`src/core/prfs_pkg.sv`:
```
/*
 * Constants for the R port pin function selector: register indexes,
 * field positions, widths and reset values.
 * Assumes APB with 32-bit data; byte address is four times the index.
 */
package prfs_pkg;
    localparam int PRFS_NUM_PORTS = 6;
    localparam int PRFS_PORT_W = 4;
    localparam int PRFS_NUM_PINS = PRFS_NUM_PORTS * PRFS_PORT_W;
    localparam int PRFS_ADDR_W = 12;
    localparam int PRFS_IDX_W = 10;

    // Register indexes (byte address = index * 4)
    localparam logic [9:0] PRFS_IDX_PORT_FUNCTION_MODE = 10'h004;
    localparam logic [9:0] PRFS_IDX_SERIAL_MODE_CONTROL = 10'h005;
    localparam logic [9:0] PRFS_IDX_ANALOG_SELECT_LOW = 10'h019;
    localparam logic [9:0] PRFS_IDX_ANALOG_SELECT_HIGH = 10'h01A;
    localparam logic [9:0] PRFS_IDX_DIRECTION_BASE = 10'h030;
    localparam logic [9:0] PRFS_IDX_OUTPUT_LATCH_BASE = 10'h040;
    localparam logic [9:0] PRFS_IDX_PIN_LEVEL_BASE = 10'h048;

    // Field positions
    localparam int PRFS_BIT_SERIAL_OUT_SELECT = 0;
    localparam int PRFS_BIT_SERIAL_IN_SELECT = 1;
    localparam int PRFS_BIT_TIMER_OUT_SELECT = 2;
    localparam int PRFS_BIT_SERIAL_CLOCK_SELECT = 3;
    localparam int PRFS_BIT_ADC_MODE = 0;
    localparam int PRFS_BIT_PORT4_ANALOG_ENABLE = 1;
    localparam int PRFS_BIT_PORT5_ANALOG_ENABLE = 2;

    // Pin numbers inside the flat 24-pin vector
    localparam int PRFS_PIN_SCK = 0;
    localparam int PRFS_PIN_SI = 1;
    localparam int PRFS_PIN_SO = 2;
    localparam int PRFS_PIN_TOC = 3;
    localparam int PRFS_PIN_PORT3 = 12;
    localparam int PRFS_PIN_PORT4 = 16;
    localparam int PRFS_PIN_PORT5 = 20;

    // Reset values
    localparam logic [3:0] PRFS_RST_MODE4 = 4'h0;
    localparam logic [2:0] PRFS_RST_MODE3 = 3'h0;
    localparam logic [23:0] PRFS_RST_DIRECTION = 24'h000000;
    localparam logic [23:0] PRFS_RST_OUTPUT_LATCH = 24'hFFFFFF;
    localparam logic [23:0] PRFS_RST_PIN_LEVEL = 24'h000000;
    localparam logic PRFS_RST_SERIAL_IDLE = 1'b1;
endpackage

```
`src/core/prfs_bus_if.sv`:
```
/*
 * Decoded register access passed from the APB front end to the
 * register file of the pin function selector.
 * Assumes one access per cycle, answered in the same cycle.
 */
`timescale 1ns/1ps
interface prfs_bus_if;
    import prfs_pkg::*;
    logic wr_en;
    logic rd_en;
    logic [PRFS_IDX_W-1:0] index;
    logic [31:0] wdata;
    logic [31:0] rdata;
    logic hit;

    modport front (output wr_en, output rd_en, output index, output wdata,
                   input rdata, input hit);
    modport regs (input wr_en, input rd_en, input index, input wdata,
                  output rdata, output hit);
endinterface

```
`src/core/prfs_apb_front.sv`:
```
/*
 * APB slave front end: zero-wait handshake, word alignment check and
 * error answer for unmapped addresses.
 * Assumes the register file answers hit and rdata combinationally.
 */
`timescale 1ns/1ps
module prfs_apb_front
    import prfs_pkg::*;
(
    input wire logic psel, // Slave select
    input wire logic penable, // Access phase
    input wire logic pwrite, // Write when high
    input wire logic [PRFS_ADDR_W-1:0] paddr, // Byte address
    input wire logic [31:0] pwdata, // Write data
    output logic [31:0] prdata, // Read data
    output logic pready, // Always ready
    output logic pslverr, // Unmapped or misaligned
    prfs_bus_if.front bus // Decoded access
);
    logic access;
    logic aligned;

    assign access = psel & penable;
    assign aligned = (paddr[1:0] == 2'h0);
    assign pready = 1'b1;
    assign bus.wr_en = access & pwrite & aligned;
    assign bus.rd_en = access & ~pwrite & aligned;
    assign bus.index = paddr[PRFS_ADDR_W-1:2];
    assign bus.wdata = pwdata;
    assign prdata = (bus.rd_en & bus.hit) ? bus.rdata : 32'h00000000;
    assign pslverr = access & ~(aligned & bus.hit);
endmodule

```
`src/core/prfs_pin_cell.sv`:
```
/*
 * One R port pin: chooses between port role and shared peripheral
 * role and forms the output value and output enable.
 * Assumes the pad merges output and enable into the wire level.
 */
`timescale 1ns/1ps
module prfs_pin_cell #(
    parameter bit OPEN_DRAIN = 1'b0
) (
    input wire logic direction, // Data-control bit
    input wire logic latch, // Output latch bit
    input wire logic periph_sel, // Peripheral role chosen
    input wire logic periph_drive, // Peripheral drives the pin
    input wire logic periph_out, // Peripheral output value
    output logic pin_o, // Pad output value
    output logic pin_oe // Pad output enable
);
    always_comb begin
        if (periph_sel) begin
            pin_o = periph_out;
            pin_oe = periph_drive;
        end else if (OPEN_DRAIN) begin
            pin_o = 1'b0;
            pin_oe = direction & ~latch;
        end else begin
            pin_o = latch;
            pin_oe = direction;
        end
    end
endmodule

```
`src/core/prfs_port_r_function_select.sv`:
```
/*
 * R port pin function selector for ports R0 to R5: mode registers,
 * data-control and output latch registers, pin mux and APB access.
 * Assumes APB master on CLK_SYS; pins and peripheral signals are
 * synchronous to CLK_SYS.
 */
`timescale 1ns/1ps
module prfs_port_r_function_select
    import prfs_pkg::*;
(
    input wire logic CLK_SYS, // System clock
    input wire logic ARST_N, // Asynchronous reset
    input wire logic PSEL, // APB select
    input wire logic PENABLE, // APB enable
    input wire logic PWRITE, // APB direction
    input wire logic [PRFS_ADDR_W-1:0] PADDR, // APB byte address
    input wire logic [31:0] PWDATA, // APB write data
    output logic [31:0] PRDATA, // APB read data
    output logic PREADY, // APB ready
    output logic PSLVERR, // APB error
    input wire logic STOP_MODE, // Stop mode entry level
    input wire logic TIMER_C_OUTPUT, // Timer C output value
    input wire logic SER_TX_DATA, // Serial transmit data
    input wire logic SER_CLK_OUT, // Serial clock driven value
    input wire logic SER_CLK_OE, // Serial clock drive enable
    output logic SER_RX_DATA, // Serial receive data
    output logic SER_CLK_IN, // Serial clock seen on pin
    output logic [2:0] SER_MODE, // Serial mode low bits
    output logic ADC_MODE, // Converter mode bit
    output logic [11:0] ANALOG_CHANNEL_SEL, // Analog channel pins
    input wire logic [PRFS_NUM_PINS-1:0] PIN_I, // Pin levels
    output logic [PRFS_NUM_PINS-1:0] PIN_O, // Pin output values
    output logic [PRFS_NUM_PINS-1:0] PIN_OE // Pin output enables
);
    logic [3:0] port_function_mode_reg;
    logic [3:0] serial_mode_control_reg;
    logic [3:0] analog_select_low_reg;
    logic [2:0] analog_select_high_reg;
    logic [PRFS_NUM_PINS-1:0] direction_reg;
    logic [PRFS_NUM_PINS-1:0] output_latch_reg;
    logic [PRFS_NUM_PINS-1:0] pin_level_reg;
    logic ser_rx_reg;
    logic ser_clk_in_reg;
    logic [PRFS_NUM_PINS-1:0] periph_sel;
    logic [PRFS_NUM_PINS-1:0] periph_drive;
    logic [PRFS_NUM_PINS-1:0] periph_out;
    logic timer_out_select;
    logic serial_in_select;
    logic serial_out_select;
    logic serial_clock_select;
    logic port4_analog_enable;
    logic port5_analog_enable;

    prfs_bus_if bus ();

    prfs_apb_front u_front (
        .psel(PSEL),
        .penable(PENABLE),
        .pwrite(PWRITE),
        .paddr(PADDR),
        .pwdata(PWDATA),
        .prdata(PRDATA),
        .pready(PREADY),
        .pslverr(PSLVERR),
        .bus(bus.front)
    );

    assign timer_out_select = port_function_mode_reg[PRFS_BIT_TIMER_OUT_SELECT];
    assign serial_in_select = port_function_mode_reg[PRFS_BIT_SERIAL_IN_SELECT];
    assign serial_out_select = port_function_mode_reg[PRFS_BIT_SERIAL_OUT_SELECT];
    assign serial_clock_select = serial_mode_control_reg[PRFS_BIT_SERIAL_CLOCK_SELECT];
    assign port4_analog_enable = analog_select_high_reg[PRFS_BIT_PORT4_ANALOG_ENABLE];
    assign port5_analog_enable = analog_select_high_reg[PRFS_BIT_PORT5_ANALOG_ENABLE];

    // Mode registers
    always_ff @(posedge CLK_SYS or negedge ARST_N) begin
        if (!ARST_N) begin
            port_function_mode_reg <= PRFS_RST_MODE4;
            serial_mode_control_reg <= PRFS_RST_MODE4;
            analog_select_low_reg <= PRFS_RST_MODE4;
            analog_select_high_reg <= PRFS_RST_MODE3;
        end else if (bus.wr_en) begin
            if (bus.index == PRFS_IDX_PORT_FUNCTION_MODE) begin
                port_function_mode_reg <= bus.wdata[3:0];
            end else if (bus.index == PRFS_IDX_SERIAL_MODE_CONTROL) begin
                serial_mode_control_reg <= bus.wdata[3:0];
            end else if (bus.index == PRFS_IDX_ANALOG_SELECT_LOW) begin
                analog_select_low_reg <= bus.wdata[3:0];
            end else if (bus.index == PRFS_IDX_ANALOG_SELECT_HIGH) begin
                analog_select_high_reg <= bus.wdata[2:0];
            end
        end
    end

    // Data-control bits, one word per port
    always_ff @(posedge CLK_SYS or negedge ARST_N) begin
        if (!ARST_N) begin
            direction_reg <= PRFS_RST_DIRECTION;
        end else if (bus.wr_en) begin
            for (int k = 0; k < PRFS_NUM_PORTS; k++) begin
                if (bus.index == PRFS_IDX_DIRECTION_BASE + 10'(k)) begin
                    direction_reg[k*PRFS_PORT_W +: PRFS_PORT_W] <= bus.wdata[3:0];
                end
            end
        end
    end

    // Output latches; stop mode forces ones over any write
    always_ff @(posedge CLK_SYS or negedge ARST_N) begin
        if (!ARST_N) begin
            output_latch_reg <= PRFS_RST_OUTPUT_LATCH;
        end else if (STOP_MODE) begin
            output_latch_reg <= PRFS_RST_OUTPUT_LATCH;
        end else if (bus.wr_en) begin
            for (int k = 0; k < PRFS_NUM_PORTS; k++) begin
                if (bus.index == PRFS_IDX_OUTPUT_LATCH_BASE + 10'(k)) begin
                    output_latch_reg[k*PRFS_PORT_W +: PRFS_PORT_W] <= bus.wdata[3:0];
                end
            end
        end
    end

    // Pin level capture and serial inputs
    always_ff @(posedge CLK_SYS or negedge ARST_N) begin
        if (!ARST_N) begin
            pin_level_reg <= PRFS_RST_PIN_LEVEL;
            ser_rx_reg <= PRFS_RST_SERIAL_IDLE;
            ser_clk_in_reg <= PRFS_RST_SERIAL_IDLE;
        end else begin
            pin_level_reg <= PIN_I;
            ser_rx_reg <= serial_in_select ? PIN_I[PRFS_PIN_SI] : PRFS_RST_SERIAL_IDLE;
            ser_clk_in_reg <= serial_clock_select ? PIN_I[PRFS_PIN_SCK]
                                                  : PRFS_RST_SERIAL_IDLE;
        end
    end

    assign SER_RX_DATA = ser_rx_reg;
    assign SER_CLK_IN = ser_clk_in_reg;
    assign SER_MODE = serial_mode_control_reg[2:0];
    assign ADC_MODE = analog_select_high_reg[PRFS_BIT_ADC_MODE];
    assign ANALOG_CHANNEL_SEL = {{4{port5_analog_enable}}, {4{port4_analog_enable}},
                                 analog_select_low_reg};

    // Peripheral role per pin
    always_comb begin
        periph_sel = '0;
        periph_drive = '0;
        periph_out = '0;
        periph_sel[PRFS_PIN_SCK] = serial_clock_select;
        periph_drive[PRFS_PIN_SCK] = SER_CLK_OE;
        periph_out[PRFS_PIN_SCK] = SER_CLK_OUT;
        periph_sel[PRFS_PIN_SI] = serial_in_select;
        periph_sel[PRFS_PIN_SO] = serial_out_select;
        periph_drive[PRFS_PIN_SO] = 1'b1;
        periph_out[PRFS_PIN_SO] = SER_TX_DATA;
        periph_sel[PRFS_PIN_TOC] = timer_out_select;
        periph_drive[PRFS_PIN_TOC] = 1'b1;
        periph_out[PRFS_PIN_TOC] = TIMER_C_OUTPUT;
        periph_sel[PRFS_PIN_PORT3 +: 4] = analog_select_low_reg;
        periph_sel[PRFS_PIN_PORT4 +: 4] = {4{port4_analog_enable}};
        periph_sel[PRFS_PIN_PORT5 +: 4] = {4{port5_analog_enable}};
    end

    // One cell per pin; R1 and R2 are open drain
    for (genvar i = 0; i < PRFS_NUM_PINS; i++) begin : g_pin
        prfs_pin_cell #(
            .OPEN_DRAIN((i >= 4) && (i < 12))
        ) u_cell (
            .direction(direction_reg[i]),
            .latch(output_latch_reg[i]),
            .periph_sel(periph_sel[i]),
            .periph_drive(periph_drive[i]),
            .periph_out(periph_out[i]),
            .pin_o(PIN_O[i]),
            .pin_oe(PIN_OE[i])
        );
    end

    // Read decode; write-only registers answer zero
    always_comb begin
        bus.rdata = 32'h00000000;
        bus.hit = 1'b0;
        if (bus.index == PRFS_IDX_PORT_FUNCTION_MODE) begin
            bus.hit = 1'b1;
        end else if (bus.index == PRFS_IDX_SERIAL_MODE_CONTROL) begin
            bus.hit = 1'b1;
        end else if (bus.index == PRFS_IDX_ANALOG_SELECT_LOW) begin
            bus.hit = 1'b1;
        end else if (bus.index == PRFS_IDX_ANALOG_SELECT_HIGH) begin
            bus.hit = 1'b1;
        end else if (bus.index >= PRFS_IDX_DIRECTION_BASE &&
                     bus.index < PRFS_IDX_DIRECTION_BASE + 10'(PRFS_NUM_PORTS)) begin
            bus.hit = 1'b1;
        end else if (bus.index >= PRFS_IDX_OUTPUT_LATCH_BASE &&
                     bus.index < PRFS_IDX_OUTPUT_LATCH_BASE + 10'(PRFS_NUM_PORTS)) begin
            bus.hit = 1'b1;
        end else if (bus.index >= PRFS_IDX_PIN_LEVEL_BASE &&
                     bus.index < PRFS_IDX_PIN_LEVEL_BASE + 10'(PRFS_NUM_PORTS)) begin
            bus.hit = 1'b1;
            for (int k = 0; k < PRFS_NUM_PORTS; k++) begin
                if (bus.index == PRFS_IDX_PIN_LEVEL_BASE + 10'(k)) begin
                    bus.rdata[3:0] = pin_level_reg[k*PRFS_PORT_W +: PRFS_PORT_W];
                end
            end
        end
    end
endmodule

```
`config.mk`:
```
export PLATFORM = sky130hd
export DESIGN_NAME = prfs_port_r_function_select
export DESIGN_NICKNAME = d
export VERILOG_FILES = /design/src/core/prfs_pkg.sv /design/src/core/prfs_bus_if.sv /design/src/core/prfs_apb_front.sv /design/src/core/prfs_pin_cell.sv /design/src/core/prfs_port_r_function_select.sv
export SDC_FILE = /design/constraint.sdc
export NUM_CORES = 1
export LEC_CHECK = 0
export ABC_AREA = 1
export ABC_CLOCK_PERIOD_IN_PS = 4370
export BUFFER_PORTS_ARGS = -buffer_cell sky130_fd_sc_hd__buf_4
export CAP_MARGIN = 20
export CELL_PAD_IN_SITES_DETAIL_PLACEMENT = 0
export CELL_PAD_IN_SITES_GLOBAL_PLACEMENT = 2
export CORE_ASPECT_RATIO = 0.6
export CORE_UTILIZATION = 30
export CTS_CLUSTER_SIZE = 28
export DETAILED_ROUTE_END_ITERATION = 6
export PLACE_DENSITY = 0.89
export SETUP_SLACK_MARGIN = 0.15
export SLEW_MARGIN = 20
export SYNTH_ARGS = -nofsm -noshare
export SYNTH_HDL_FRONTEND = slang
export SYNTH_SLANG_ARGS = --single-unit
```
`constraint.sdc`:
```
create_clock -name CLK_SYS -period 4.37 [get_ports CLK_SYS]
set_input_delay 0.6555 -clock CLK_SYS [delete_from_list [all_inputs] [get_ports CLK_SYS]]
set_output_delay 0.6555 -clock CLK_SYS [all_outputs]
set_load 0.02 [all_outputs]
```
* Word level (Yosys, flattened, before mapping) *
Index checks and enable logic that the tools add are counted.

storage, ports and cells
  memory bits (writable) = 0
  bits in read-only memories = 0
  latch bits = 0
  memories = 0
  output and inout bits = 100
  bits in registers = 88

operators by class
  bitwise operators = 29
  shifts and indexed selects = 0
  reduce and logical (&&, ||, !) cells = 27
  equality and inequality tests = 22
  $mul = 0
  $lt $le $gt $ge = 6
  $add $sub $neg = 0
  mux-type cells = 63
  div/mod/pow operators = 0

operator list
  operator             number
  $eq 10x7->1 const B  12
  $mux 4               20
  $eq 10x6->1 const B  6
  $mux 24              2
  $mux 1               41
  $reduce_and 2->1     13
  $eq 10x3->1 const B  2
  $eq 10x5->1 const B  2
  $ge 10x7->1 const B  2
  $lt 10x7->1 const B  2
  $and 1x1->1          16
  $reduce_bool 2->1    7
  $not 1->1            13
  $ge 10x6->1 const B  1
  $lt 10x6->1 const B  1
  $reduce_and 5->1     1
  $reduce_and 4->1     1
  $logic_and 1x1->1    3
  $reduce_and 3->1     1
  $logic_not 2->1      1

* Depth between registers and ports, before layout *
Gate-level depths: netlist of run 1.

  depth after elaboration = 15
  depth in mapped cells = 11
  gate-level depth less buffers = 11

* Cells and area by module *
From an unflattened synthesis of run 1, not the netlist that was laid out.

second synthesis, totals
  cells, all modules = 690
  area total of the unflattened synthesis = 5,092.4 um^2

modules (own cells, without submodules)
  module                                 cells an instance  times used  sequential area each (um^2)  area each (um^2)
  prfs_port_r_function_select            403                1           2,234.6                      3,703.6
  prfs_apb_front                         119                1           0.0                          748.2
  prfs_pin_cell at g_pin[0].u_cell ...   7                  16          0.0                          26.3
  prfs_pin_cell at g_pin[10].u_cell ...  7                  8           0.0                          27.5

* Worst setup path after synthesis of run 1 *
OpenSTA, ideal clock, no wires.

  path kind = input-to-output
  from = input port PADDR[8]
  to = output port PRDATA[2]
  path buffers = 1
  slack = 1,875 ps
  stages = 10
  data required time = 3,714 ps
  arrival = 1,840 ps
  cell sequence = buf_4 nor2_2 nand2_2 nor2_1 nand2_1 nand2_1 nor2_1 nand3_2 nand3_1 nor2_1

on the way
  cells in the longest elaborated chain, start to end = 15

ends and longest elaborated chain
  element               line                                text
  start: declaration    prfs_port_r_function_select.sv:16   input wire logic [PRFS_ADDR_W-1:0] PADDR,
  $eq 10x7->1           prfs_port_r_function_select.sv:201  if (bus.index == PRFS_IDX_PIN_LEVEL_BASE + 10'(k)) begin
  $mux 4 (6 in series)  prfs_port_r_function_select.sv:201
  $mux 4                prfs_port_r_function_select.sv:197  end else if (bus.index >= PRFS_IDX_PIN_LEVEL_BASE &&
  $mux 4                prfs_port_r_function_select.sv:194  end else if (bus.index >= PRFS_IDX_OUTPUT_LATCH_BASE &&
  $mux 4                prfs_port_r_function_select.sv:191  end else if (bus.index >= PRFS_IDX_DIRECTION_BASE &&
  $mux 4                prfs_port_r_function_select.sv:189  end else if (bus.index == PRFS_IDX_ANALOG_SELECT_HIGH) begin
  $mux 4                prfs_port_r_function_select.sv:187  end else if (bus.index == PRFS_IDX_ANALOG_SELECT_LOW) begin
  $mux 4                prfs_port_r_function_select.sv:185  end else if (bus.index == PRFS_IDX_SERIAL_MODE_CONTROL) begin
  $mux 4                prfs_port_r_function_select.sv:183  if (bus.index == PRFS_IDX_PORT_FUNCTION_MODE) begin
  $mux 4 (*)            prfs_apb_front.sv:30                assign prdata = (bus.rd_en & bus.hit) ? bus.rdata : 32'h00000000;
  end: declaration      prfs_port_r_function_select.sv:18   output logic [31:0] PRDATA,

Every way passes the cells marked *; elsewhere a longest branch is shown, timed or not.

* Final worst setup path of run 1 *
  from = input port PADDR[10]
  to = output port PRDATA[3]

Same word-level chain as after synthesis.

==> impl_results.md, run 1 <==
* Status: finished clean
* Share of cells above drive strength 1 at 31.8%
* # rows at 35
* Cell Area, Synth at 4790 sq um
* Via count at 3621
* Worst IR Drop VDD at 0.000161 V
* Core footprint at 15500 sq um
* Syn Inst Count at 580
* Minimum clock period at 2.81 ns
* Leak Pwr at 2.78 nW
* IO buf count at 112
* Largest net degree at the start of global routing at 61
* Initial antenna violation count at 0
* Post-route cell area at 5630 sq um
* IO Pins at 178
* Post-DR wirelength/cell at 14.0 um
* Die area at 16500 sq um
* CTS Root Cell: clkbuf_16
* Synth cell types at 29
* Clock network latency to the later pin of the worst-skew pair at 0.33 ns
* Rel. slew slack at 48.8%
* Reg power frac at 46.3%
* P_sw at 0.000478 W
* Worst min path class: in -> async
* Setup-failing EPs final at 0
* Starting Density at 31.0%
* Setup TNS at 0 ns
* Hold Slack at 0.381 ns
* Gate power share at 11.7%
* Gpl congestion at 0.835
* Diode count at 0
* Overall routing resource usage at 15.1%
* Sequential element share of the synthesized area at 46.7%
* Sw Share at 25.4%
* Maximum Capacitance Violations at 0
* HPWL Detailed at 9340 um
* Vias in the first global route at 3325
* CP arrival at 2.16 ns
* Grt ovf at 0
* Final wirelength at 11900 um
* Crit path kind: in -> out
* 1st-iter DRT viols at 193
* Via density per instance at 4.24
* Power Density at 334 nW/um^2
* DR DRC count at 0
* Final worst slack at 1.56 ns
* Setup crit end kind: output port
* TritonRoute pass-1 iters at 4
* Max clock buf depth at 2
* Routed Antenna Nets at 0
* Final hold violation count at 0
* Die width at 165 um
* Die height at 99.8 um
* Yosys warns at 0
* WP data required at 3.71 ns
* R2R Setup Slk at 3.49 ns
* Slew Limit Fails at 0
* TritonCTS clock tree: built
* Clock Pin Slew Worst Setup and Hold Paths at 0.06 ns
* Worst Clk Skew at 0.00137 ns
* Fmax at 0.355 GHz
* Clock share of power at 41.9%
* Avg Inst Size Synth at 8.25 sq um
* CP startpoint kind: primary input
* Pint at 0.00140 W
* Seq cells post-synth at 88
* Nets at 724
* RSZ-0062 raised after global routing: no
* Final Util at 36.4%
* # hold bufs at CTS at 0
* Pre-CTS WS at 1.57 ns
* Tightest Pin Transition at 0.768 ns
* Area after DPL at 5330 sq um
* CTS Buf Count at 9
* First-pass GRT wire length at 18400 um
* Period utilization at 64.4%
* Crit-path max FO at 5
* # resized after CTS at 0
* # H-tree levels at 3
* Postcts setup bufs at 0
* Area grow syn2layout at 17.7%
* Sink Count at 88
[cells by family (layout without fill, tap and decap cells)]
| family | Yosys count | in the layout | share of synthesized area, % |
|---|---|---|---|
| compound gates | 74 | 74 | 8.05 |
| buf+inv | 167 | 203 | 20.4 |
| flops | 88 | 88 | 46.7 |
| mux | 1 | 1 | 0.235 |
| other cells | 2 | 37 | 0.157 |
| simple gates | 248 | 248 | 24.5 |
[cells in the mapped netlist, drive strengths merged]
library cell | count | area, sq um
a21oi | 12 | 63.8
buf | 91 | 687
clkbuf | 2 | 7.51
conb | 2 | 7.51
dfrtp | 62 | 1550
dfstp | 26 | 683
inv | 74 | 280
mux2 | 1 | 11.3
nand2 | 116 | 470
nand3 | 18 | 115
nand4 | 10 | 77.6
nor2 | 93 | 434
nor3 | 5 | 36.3
o21ai | 62 | 322
or2 | 6 | 40.0
[worst max-delay path, stage by stage]
cell and delay (ns):
buf_4 0.11, nor2_2 0.23, nand2_2 0.14, nor2_1 0.29
nand2_1 0.10, nand2_1 0.07, nor2_1 0.05, nand3_2 0.13
nand4_1 0.10, nor2_1 0.13, buf_4 0.15
[cell usage in the layout, fill, tap and decap left out]
cell,Yosys,layout
a21oi_2,1,1
nor3_4,1,1
nor2_1,77,77
nand4_4,1,1
nor3_1,4,4
clkbuf_16,0,9
inv_4,1,1
clkinvlp_4,0,2
dfstp_2,26,26
a21oi_1,11,11
mux2_2,1,1
nand2_2,11,11
inv_2,5,5
inv_1,68,68
nand2_1,104,104
o21ai_2,3,3
dfrtp_1,62,62
nand2_4,1,1
nor2_2,7,7
o21ai_0,47,47
or2_4,1,1
or2_2,5,5
nor2_4,9,9
conb_1,2,37
nand4_1,9,9
clkinv_2,0,2
buf_4,90,113
nand3_2,5,5
clkbuf_8,0,2
o21ai_1,12,12
nand3_1,13,13
bufinv_16,0,1
[power groups by stage]
| stage | Clock, W | Combinational, W | Sequential (W) |
|---|---|---|---|
| 3_5_place_dp | 0 | 0.000222 | 0.000885 |
| 6_report | 0.000788 | 0.000221 | 0.000871 |
| 5_1_grt | 0.000847 | 0.000245 | 0.000873 |
| 4_1_cts | 0.000815 | 0.000223 | 0.000871 |
| 2_1_floorplan | 0 | 0.000161 | 0.000881 |
| 3_3_place_gp | 0 | 0.000219 | 0.000884 |
[cell type report]
| class | count | area (sq um) |
|---|---|---|
| multi-input combinational | 360 | 1710 |
| fill | 1612 | 9820 |
| clock buffer | 11 | 253 |
| timing repair buffer | 113 | 848 |
| clock inverter | 5 | 55.1 |
| tap | 203 | 254 |
| sequential | 88 | 2230 |
| inverter | 74 | 280 |
[worst paths after layout]
| path | end | depth (start not counted) | start |
|---|---|---|---|
| worst max-delay path | PRDATA[3] | 11 | PADDR[10] |
| worst min-delay path | pin_level_reg[1] | 1 | ARST_N |
| worst max register to register | analog_select_high_reg[1] | 2 | analog_select_high_reg[1] |
| worst min register to register | SER_RX_DATA | 1 | port_function_mode_reg[1] |
| max in group asynchronous | output_latch_reg[8] | 2 | ARST_N |
| min in group CLK_SYS | pin_level_reg[17] | 1 | PIN_I[17] |
[through the flow]
step	cells	power, W
finish	854	0.00188
CTS	854	0.00191
floorplan	615	0.00104
global placement	838	0.00110
global route	854	0.00196
detailed placement	838	0.00111
[metal layers]
| layer | wire length (um) | track usage [%] |
|---|---|---|
| met1 | 6400 | 24.0 |
| met2 | 4720 | 20.2 |
| met3 | 723 | 3.93 |
| met4 | 73 | 2.75 |
| met5 | 0 | 0 |
Note: power is estimated with default switching activity, not from simulation.
==> run 2, diff against run 1 <==
--- a/config.mk
+++ b/config.mk
@@ -6,16 +6,16 @@
 export NUM_CORES = 1
 export LEC_CHECK = 0
 export ABC_AREA = 1
-export ABC_CLOCK_PERIOD_IN_PS = 4370
+export ABC_CLOCK_PERIOD_IN_PS = 2900
 export BUFFER_PORTS_ARGS = -buffer_cell sky130_fd_sc_hd__buf_4
 export CAP_MARGIN = 20
 export CELL_PAD_IN_SITES_DETAIL_PLACEMENT = 0
 export CELL_PAD_IN_SITES_GLOBAL_PLACEMENT = 2
 export CORE_ASPECT_RATIO = 0.6
-export CORE_UTILIZATION = 30
+export CORE_UTILIZATION = 28
 export CTS_CLUSTER_SIZE = 28
 export DETAILED_ROUTE_END_ITERATION = 6
-export PLACE_DENSITY = 0.89
+export PLACE_DENSITY = 0.84
 export SETUP_SLACK_MARGIN = 0.15
 export SLEW_MARGIN = 20
 export SYNTH_ARGS = -nofsm -noshare
==> constraint.sdc (replaced) <==
create_clock -name CLK_SYS -period 2.9 [get_ports CLK_SYS]
set_input_delay 0.435 -clock CLK_SYS [delete_from_list [all_inputs] [get_ports CLK_SYS]]
set_output_delay 0.435 -clock CLK_SYS [all_outputs]
set_load 0.02 [all_outputs]
==> run 2 against run 1 <==
Compared with the run above: total power is 59% higher; sequential power is 50% higher; utilization is 1.8 points lower; critical endpoint unchanged.
==> impl_results.md, run 2 (synthesized netlist as in run 1, its figures left out) <==
* Period utilization at 82.0%
* Vias in the first global route at 3408
* Largest net degree at the start of global routing at 48
* Setup crit end kind: output port
* Power Density at 523 nW/um^2
* Area after DPL at 5370 sq um
* IO Pins at 178
* Layout fillers at 1770
* CTS Root Cell: clkbuf_16
* WP data required at 2.47 ns
* Most common cell type on the critical path: nor2_1
* Die area at 17600 sq um
* Setup TNS at 0 ns
* Nets at 724
* R2R Path End: analog_select_high_reg[1]
* Diode count at 0
* Via density per instance at 4.10
* Minimum clock period at 2.38 ns
* # H-tree levels at 3
* Share of cells above drive strength 1 at 31.8%
* Crit path kind: in -> out
* # rows at 36
* Crit-path max FO at 5
* TritonCTS clock tree: built
* R2R Path Start: analog_select_high_reg[1]
* Core footprint at 16500 sq um
* FF-to-FF path depth at 2
* Area grow syn2layout at 19.4%
* Post-route cell area at 5710 sq um
* Leak Pwr at 2.80 nW
* Sink Count at 88
* CP max stage delay at 0.30 ns
* # resized after CTS at 0
* Die width at 171 um
* Worst Clk Skew at 0.000644 ns
* CP startpoint kind: primary input
* Max clock buf depth at 2
* Setup-failing EPs final at 0
* HPWL Detailed at 9610 um
* Initial antenna violation count at 0
* Overall routing resource usage at 14.6%
* # hold bufs at CTS at 0
* Grt ovf at 0
* Gpl congestion at 0.849
* TritonRoute pass-1 iters at 5
* RSZ-0062 raised after global routing: no
* IO buf count at 112
* R2R Setup Slk at 2.03 ns
* Tightest Pin Transition at 0.540 ns
* Commonest non-fill, non-tap cells in the layout: buf_4 (112), nand2_1 (104), nor2_1 (77), inv_1 (68), dfrtp_1 (62)
* Clock Pin Slew Worst Setup and Hold Paths at 0.06 ns
* Commonest non-fill, non-tap cell in the layout: buf_4
* Routed Antenna Nets at 0
* Worst Setup EP: PRDATA[3]
* Final hold violation count at 0
* First-pass GRT wire length at 18700 um
* CP arrival at 1.94 ns
* Fmax at 0.421 GHz
* Post-DR wirelength/cell at 14.0 um
* 1st-iter DRT viols at 320
* Register Area at 2230 sq um
* CTS Buf Count at 9
* Status: finished clean
* Worst IR Drop VDD at 0.000296 V
* Tot Pwr at 0.00299 W
* Maximum Capacitance Violations at 0
* Rel. slew slack at 64.0%
* Crit path cell chain: buf_4 > nor2_2 > nand2_2 > nor2_1 > nand2_1 > nand2_1 > nor2_1 > nand3_2 > nand4_1 > nor2_1 > buf_4
* Postcts setup bufs at 0
* Slew Limit Fails at 0
* DR DRC count at 0
* Critical path origin: PADDR[10]
* Area used by multi-input combinational logic at 1710 sq um
* Starting Density at 29.0%
* Worst min path class: in -> async
* Slowest stage cell on the critical path: nor2_1
* Clock network latency to the later pin of the worst-skew pair at 0.34 ns
* Die height at 103 um
* Via count at 3607
* Final wirelength at 12300 um
[run 2: worst max-delay path, delay by kind of cell]
kind          cells  cell delay [ns]
simple gates      9             1.25
buf+inv           2             0.27
[run 2: how the worst min path moves through the flow]
| stage | startpoint | end | slack [ns] |
|---|---|---|---|
| floorplan | ARST_N | analog_select_high_reg[0] | 0.14 |
| global placement | ARST_N | port_function_mode_reg[0] | 0.44 |
| detailed placement | port_function_mode_reg[1] | SER_RX_DATA | 0.44 |
| CTS | ARST_N | pin_level_reg[1] | 0.09 |
| global route | ARST_N | pin_level_reg[1] | 0.11 |
| finish | ARST_N | pin_level_reg[1] | 0.08 |
[run 2: through the flow]
stage	util [%]	worst slack [ns]	instances	hold WS [ns]
finish	34.7	0.522	879	0.0804
global route	34.7	0.363	879	0.108
CTS	34.7	0.555	879	0.0881
detailed placement	32.6	0.560	863	0.437
global placement	32.6	0.560	863	0.436
floorplan	-	0.846	615	0.139
[run 2: area by class of cell]
| cell class | count | area share (%) |
|---|---|---|
| sequential | 88 | 39.1 |
| multi-input combinational | 360 | 29.9 |
| timing repair buffer | 113 | 15.1 |
| tap | 228 | 4.99 |
| inverter | 74 | 4.90 |
| clock buffer | 9 | 3.94 |
| clock inverter | 7 | 2.08 |
[run 2: layer usage]
layer,vias to the layer above,GRT usage [%],wire length (um)
met5,-,0,0
met4,0,3.33,99
met3,8,4.07,842
met2,124,19.3,4650
met1,1674,22.8,6710
li1,1801,-,-
[run 2: report_power, final]
group,internal [W],switching [W]
Clock,0.000843,0.000497
Sequential,0.00130,0.0000150
Combinational,0.000106,0.000231
==> run 3, diff against run 2 <==
--- a/config.mk
+++ b/config.mk
@@ -6,16 +6,16 @@
 export NUM_CORES = 1
 export LEC_CHECK = 0
 export ABC_AREA = 1
-export ABC_CLOCK_PERIOD_IN_PS = 2900
+export ABC_CLOCK_PERIOD_IN_PS = 2000
 export BUFFER_PORTS_ARGS = -buffer_cell sky130_fd_sc_hd__buf_4
 export CAP_MARGIN = 20
 export CELL_PAD_IN_SITES_DETAIL_PLACEMENT = 0
 export CELL_PAD_IN_SITES_GLOBAL_PLACEMENT = 2
 export CORE_ASPECT_RATIO = 0.6
-export CORE_UTILIZATION = 28
+export CORE_UTILIZATION = 25
 export CTS_CLUSTER_SIZE = 28
 export DETAILED_ROUTE_END_ITERATION = 6
-export PLACE_DENSITY = 0.84
+export PLACE_DENSITY = 0.8
 export SETUP_SLACK_MARGIN = 0.15
 export SLEW_MARGIN = 20
 export SYNTH_ARGS = -nofsm -noshare
==> constraint.sdc (replaced) <==
create_clock -name CLK_SYS -period 2 [get_ports CLK_SYS]
set_input_delay 0.3 -clock CLK_SYS [delete_from_list [all_inputs] [get_ports CLK_SYS]]
set_output_delay 0.3 -clock CLK_SYS [all_outputs]
set_load 0.02 [all_outputs]
==> run 3 against run 2 <==
Compared with the run above: clock skew is essentially flat; global-route usage shrank 0.84 points; clock power grew 28%; combinational power grew 67%; first-iteration DRC count shrank 28%; critical endpoint is now PRDATA[1]; register-to-register slack lost 0.93 ns; critical path depth is the same; critical path type unchanged; sequential power grew 45%; count of clock-buffer cells in the layout grew 1; highest routed layer unchanged; sequential cell count is the same; cell area grew 8.2%; routed wire length grew 5.3%.
==> impl_results.md, run 3 (synthesized netlist as in run 1, its figures left out) <==
* Final Util at 33.6%
* Pre-CTS WS at -0.0343 ns
* First-pass GRT wire length at 20400 um
* Core footprint at 18400 sq um
* Die height at 109 um
* Crit path cell chain: buf_8 > nor2_4 > inv_2 > nor2_4 > nand2_1 > nand2_1 > nor2_1 > nand3_2 > nand4_1 > nor2_1 > buf_4
* Overall routing resource usage at 13.8%
* # H-tree levels at 3
* Share of cells above drive strength 1 at 38.8%
* Leak Pwr at 2.99 nW
* TritonCTS clock tree: built
* Post-DR wirelength/cell at 14.0 um
* CP startpoint kind: primary input
* Grt ovf at 0
* CTS Root Cell: clkbuf_16
* WP data required at 1.70 ns
* Period utilization at 91.5%
* Worst min path class: in -> reg
* R2R Path Start: analog_select_high_reg[1]
* Vias in the first global route at 3684
* Tot Pwr at 0.00418 W
* # rows at 38
* Hold Slack at 0.0708 ns
* Crit-path max FO at 5
* Clock network latency to the later pin of the worst-skew pair at 0.33 ns
* Initial antenna violation count at 0
* 1st-iter DRT viols at 232
* Setup crit end kind: output port
* Final hold violation count at 0
* CP arrival at 1.53 ns
* IO Pins at 178
* RSZ-0062 raised after global routing: yes
* Critical path origin: PADDR[6]
* Clock Pin Slew Worst Setup and Hold Paths at 0.06 ns
* Worst Path Buf+Inv at 3
* Commonest non-fill, non-tap cells in the layout: buf_4 (133), nand2_1 (100), nor2_1 (70), dfrtp_1 (62), inv_1 (61)
* Final worst slack at 0.170 ns
* Minimum clock period at 1.83 ns
* Die width at 181 um
* CP delay by family, top: simple AND/OR/NAND/NOR gates
* Worst IR Drop VDD at 0.000384 V
* Fmax at 0.546 GHz
* Slew Limit Fails at 0
* Setup TNS at 0 ns
* Nets at 758
* CTS Buf Count at 9
* Gpl congestion at 0.839
* Sink Count at 88
* Final wirelength at 13000 um
* HP Start: PIN_I[18]
* Setup-failing EPs final at 0
* Diode count at 0
* Largest net degree at the start of global routing at 40
* Max clock buf depth at 2
* Power Density at 677 nW/um^2
* DR DRC count at 0
* Commonest non-fill, non-tap cell in the layout: buf_4
* Worst Clk Skew at 0.000637 ns
* Status: finished clean
* Via count at 3754
* Starting Density at 26.0%
* HPWL Detailed at 10200 um
* Routed Antenna Nets at 0
* Maximum Capacitance Violations at 0
* IO buf count at 112
* Die area at 19700 sq um
* Crit path kind: in -> out
* Via density per instance at 4.06
* CP max stage delay at 0.18 ns
* TritonRoute pass-1 iters at 4
* Slowest stage cell on the critical path: nor2_4
* Area grow syn2layout at 29.1%
run 3: changes by cell type in the layout (fill, tap and decap cells not counted), sizes merged:
cell	before	now
inv	75	74
clkbuf	9	10
buf	113	146
dlygate4sd3	0	1
clkinvlp	2	3
clkinv	1	2
bufinv	3	1
run 3: power by group:
part | internal (W) | leakage (nW) | total (W) | switching [W]
logic | 0.000200 | 1.76 | 0.000564 | 0.000363
registers | 0.00188 | 1.08 | 0.00190 | 0.0000222
clock network | 0.00101 | 0.145 | 0.00172 | 0.000711
total | 0.00309 | 2.99 | 0.00418 | 0.00110
run 3: through the flow:
| stage | instances | cell area, sq um |
|---|---|---|
| after floorplan | 615 | 4920 |
| after global placement | 889 | 5490 |
| after detailed placement | 889 | 5490 |
| after CTS | 916 | 6000 |
| after global routing | 925 | 6180 |
| final | 925 | 6180 |
run 3: path summary, 6_finish.rpt:
path | to | slack [ns] | cells after the start
min in group asynchronous | direction_reg[18] | 0.43 | 2
worst max-delay path | PRDATA[1] | 0.17 | 11
max in group asynchronous | SER_RX_DATA | 0.93 | 3
worst max register to register | analog_select_high_reg[1] | 1.10 | 2
worst min register to register | SER_RX_DATA | 0.46 | 1
worst min-delay path | pin_level_reg[18] | 0.07 | 1
run 3: worst reg2reg max path, cell delays in order (launching register included):
cell,delay [ns]
dfrtp_1,0.55
nand2_1,0.13
o21ai_0,0.09
run 3: cell type report:
| class | instances | area, sq um |
|---|---|---|
| fillers | 1940 | 12200 |
| clock buffers | 10 | 239 |
| well taps | 240 | 300 |
| inverters | 74 | 302 |
| clock inverters | 6 | 67.6 |
| multi-input cells | 360 | 1860 |
| repair buffers | 147 | 1180 |
| flip-flops and latches | 88 | 2230 |
run 3: per-layer routing:
metal  GRT usage, %  wire, um
met1           20.6      6870
met2           19.5      5340
met3           3.91       713
met4           2.20        24
met5              0         0
run 3: timing repair:
item                                   in CTS  in global routing
gates resized for setup                    36                 31
hold buffers                                1                  0
pin swaps                                  14                 20
setup endpoints to repair                   4                  5
endpoints found under the hold margin      11                  0
setup buffers                              10                  9
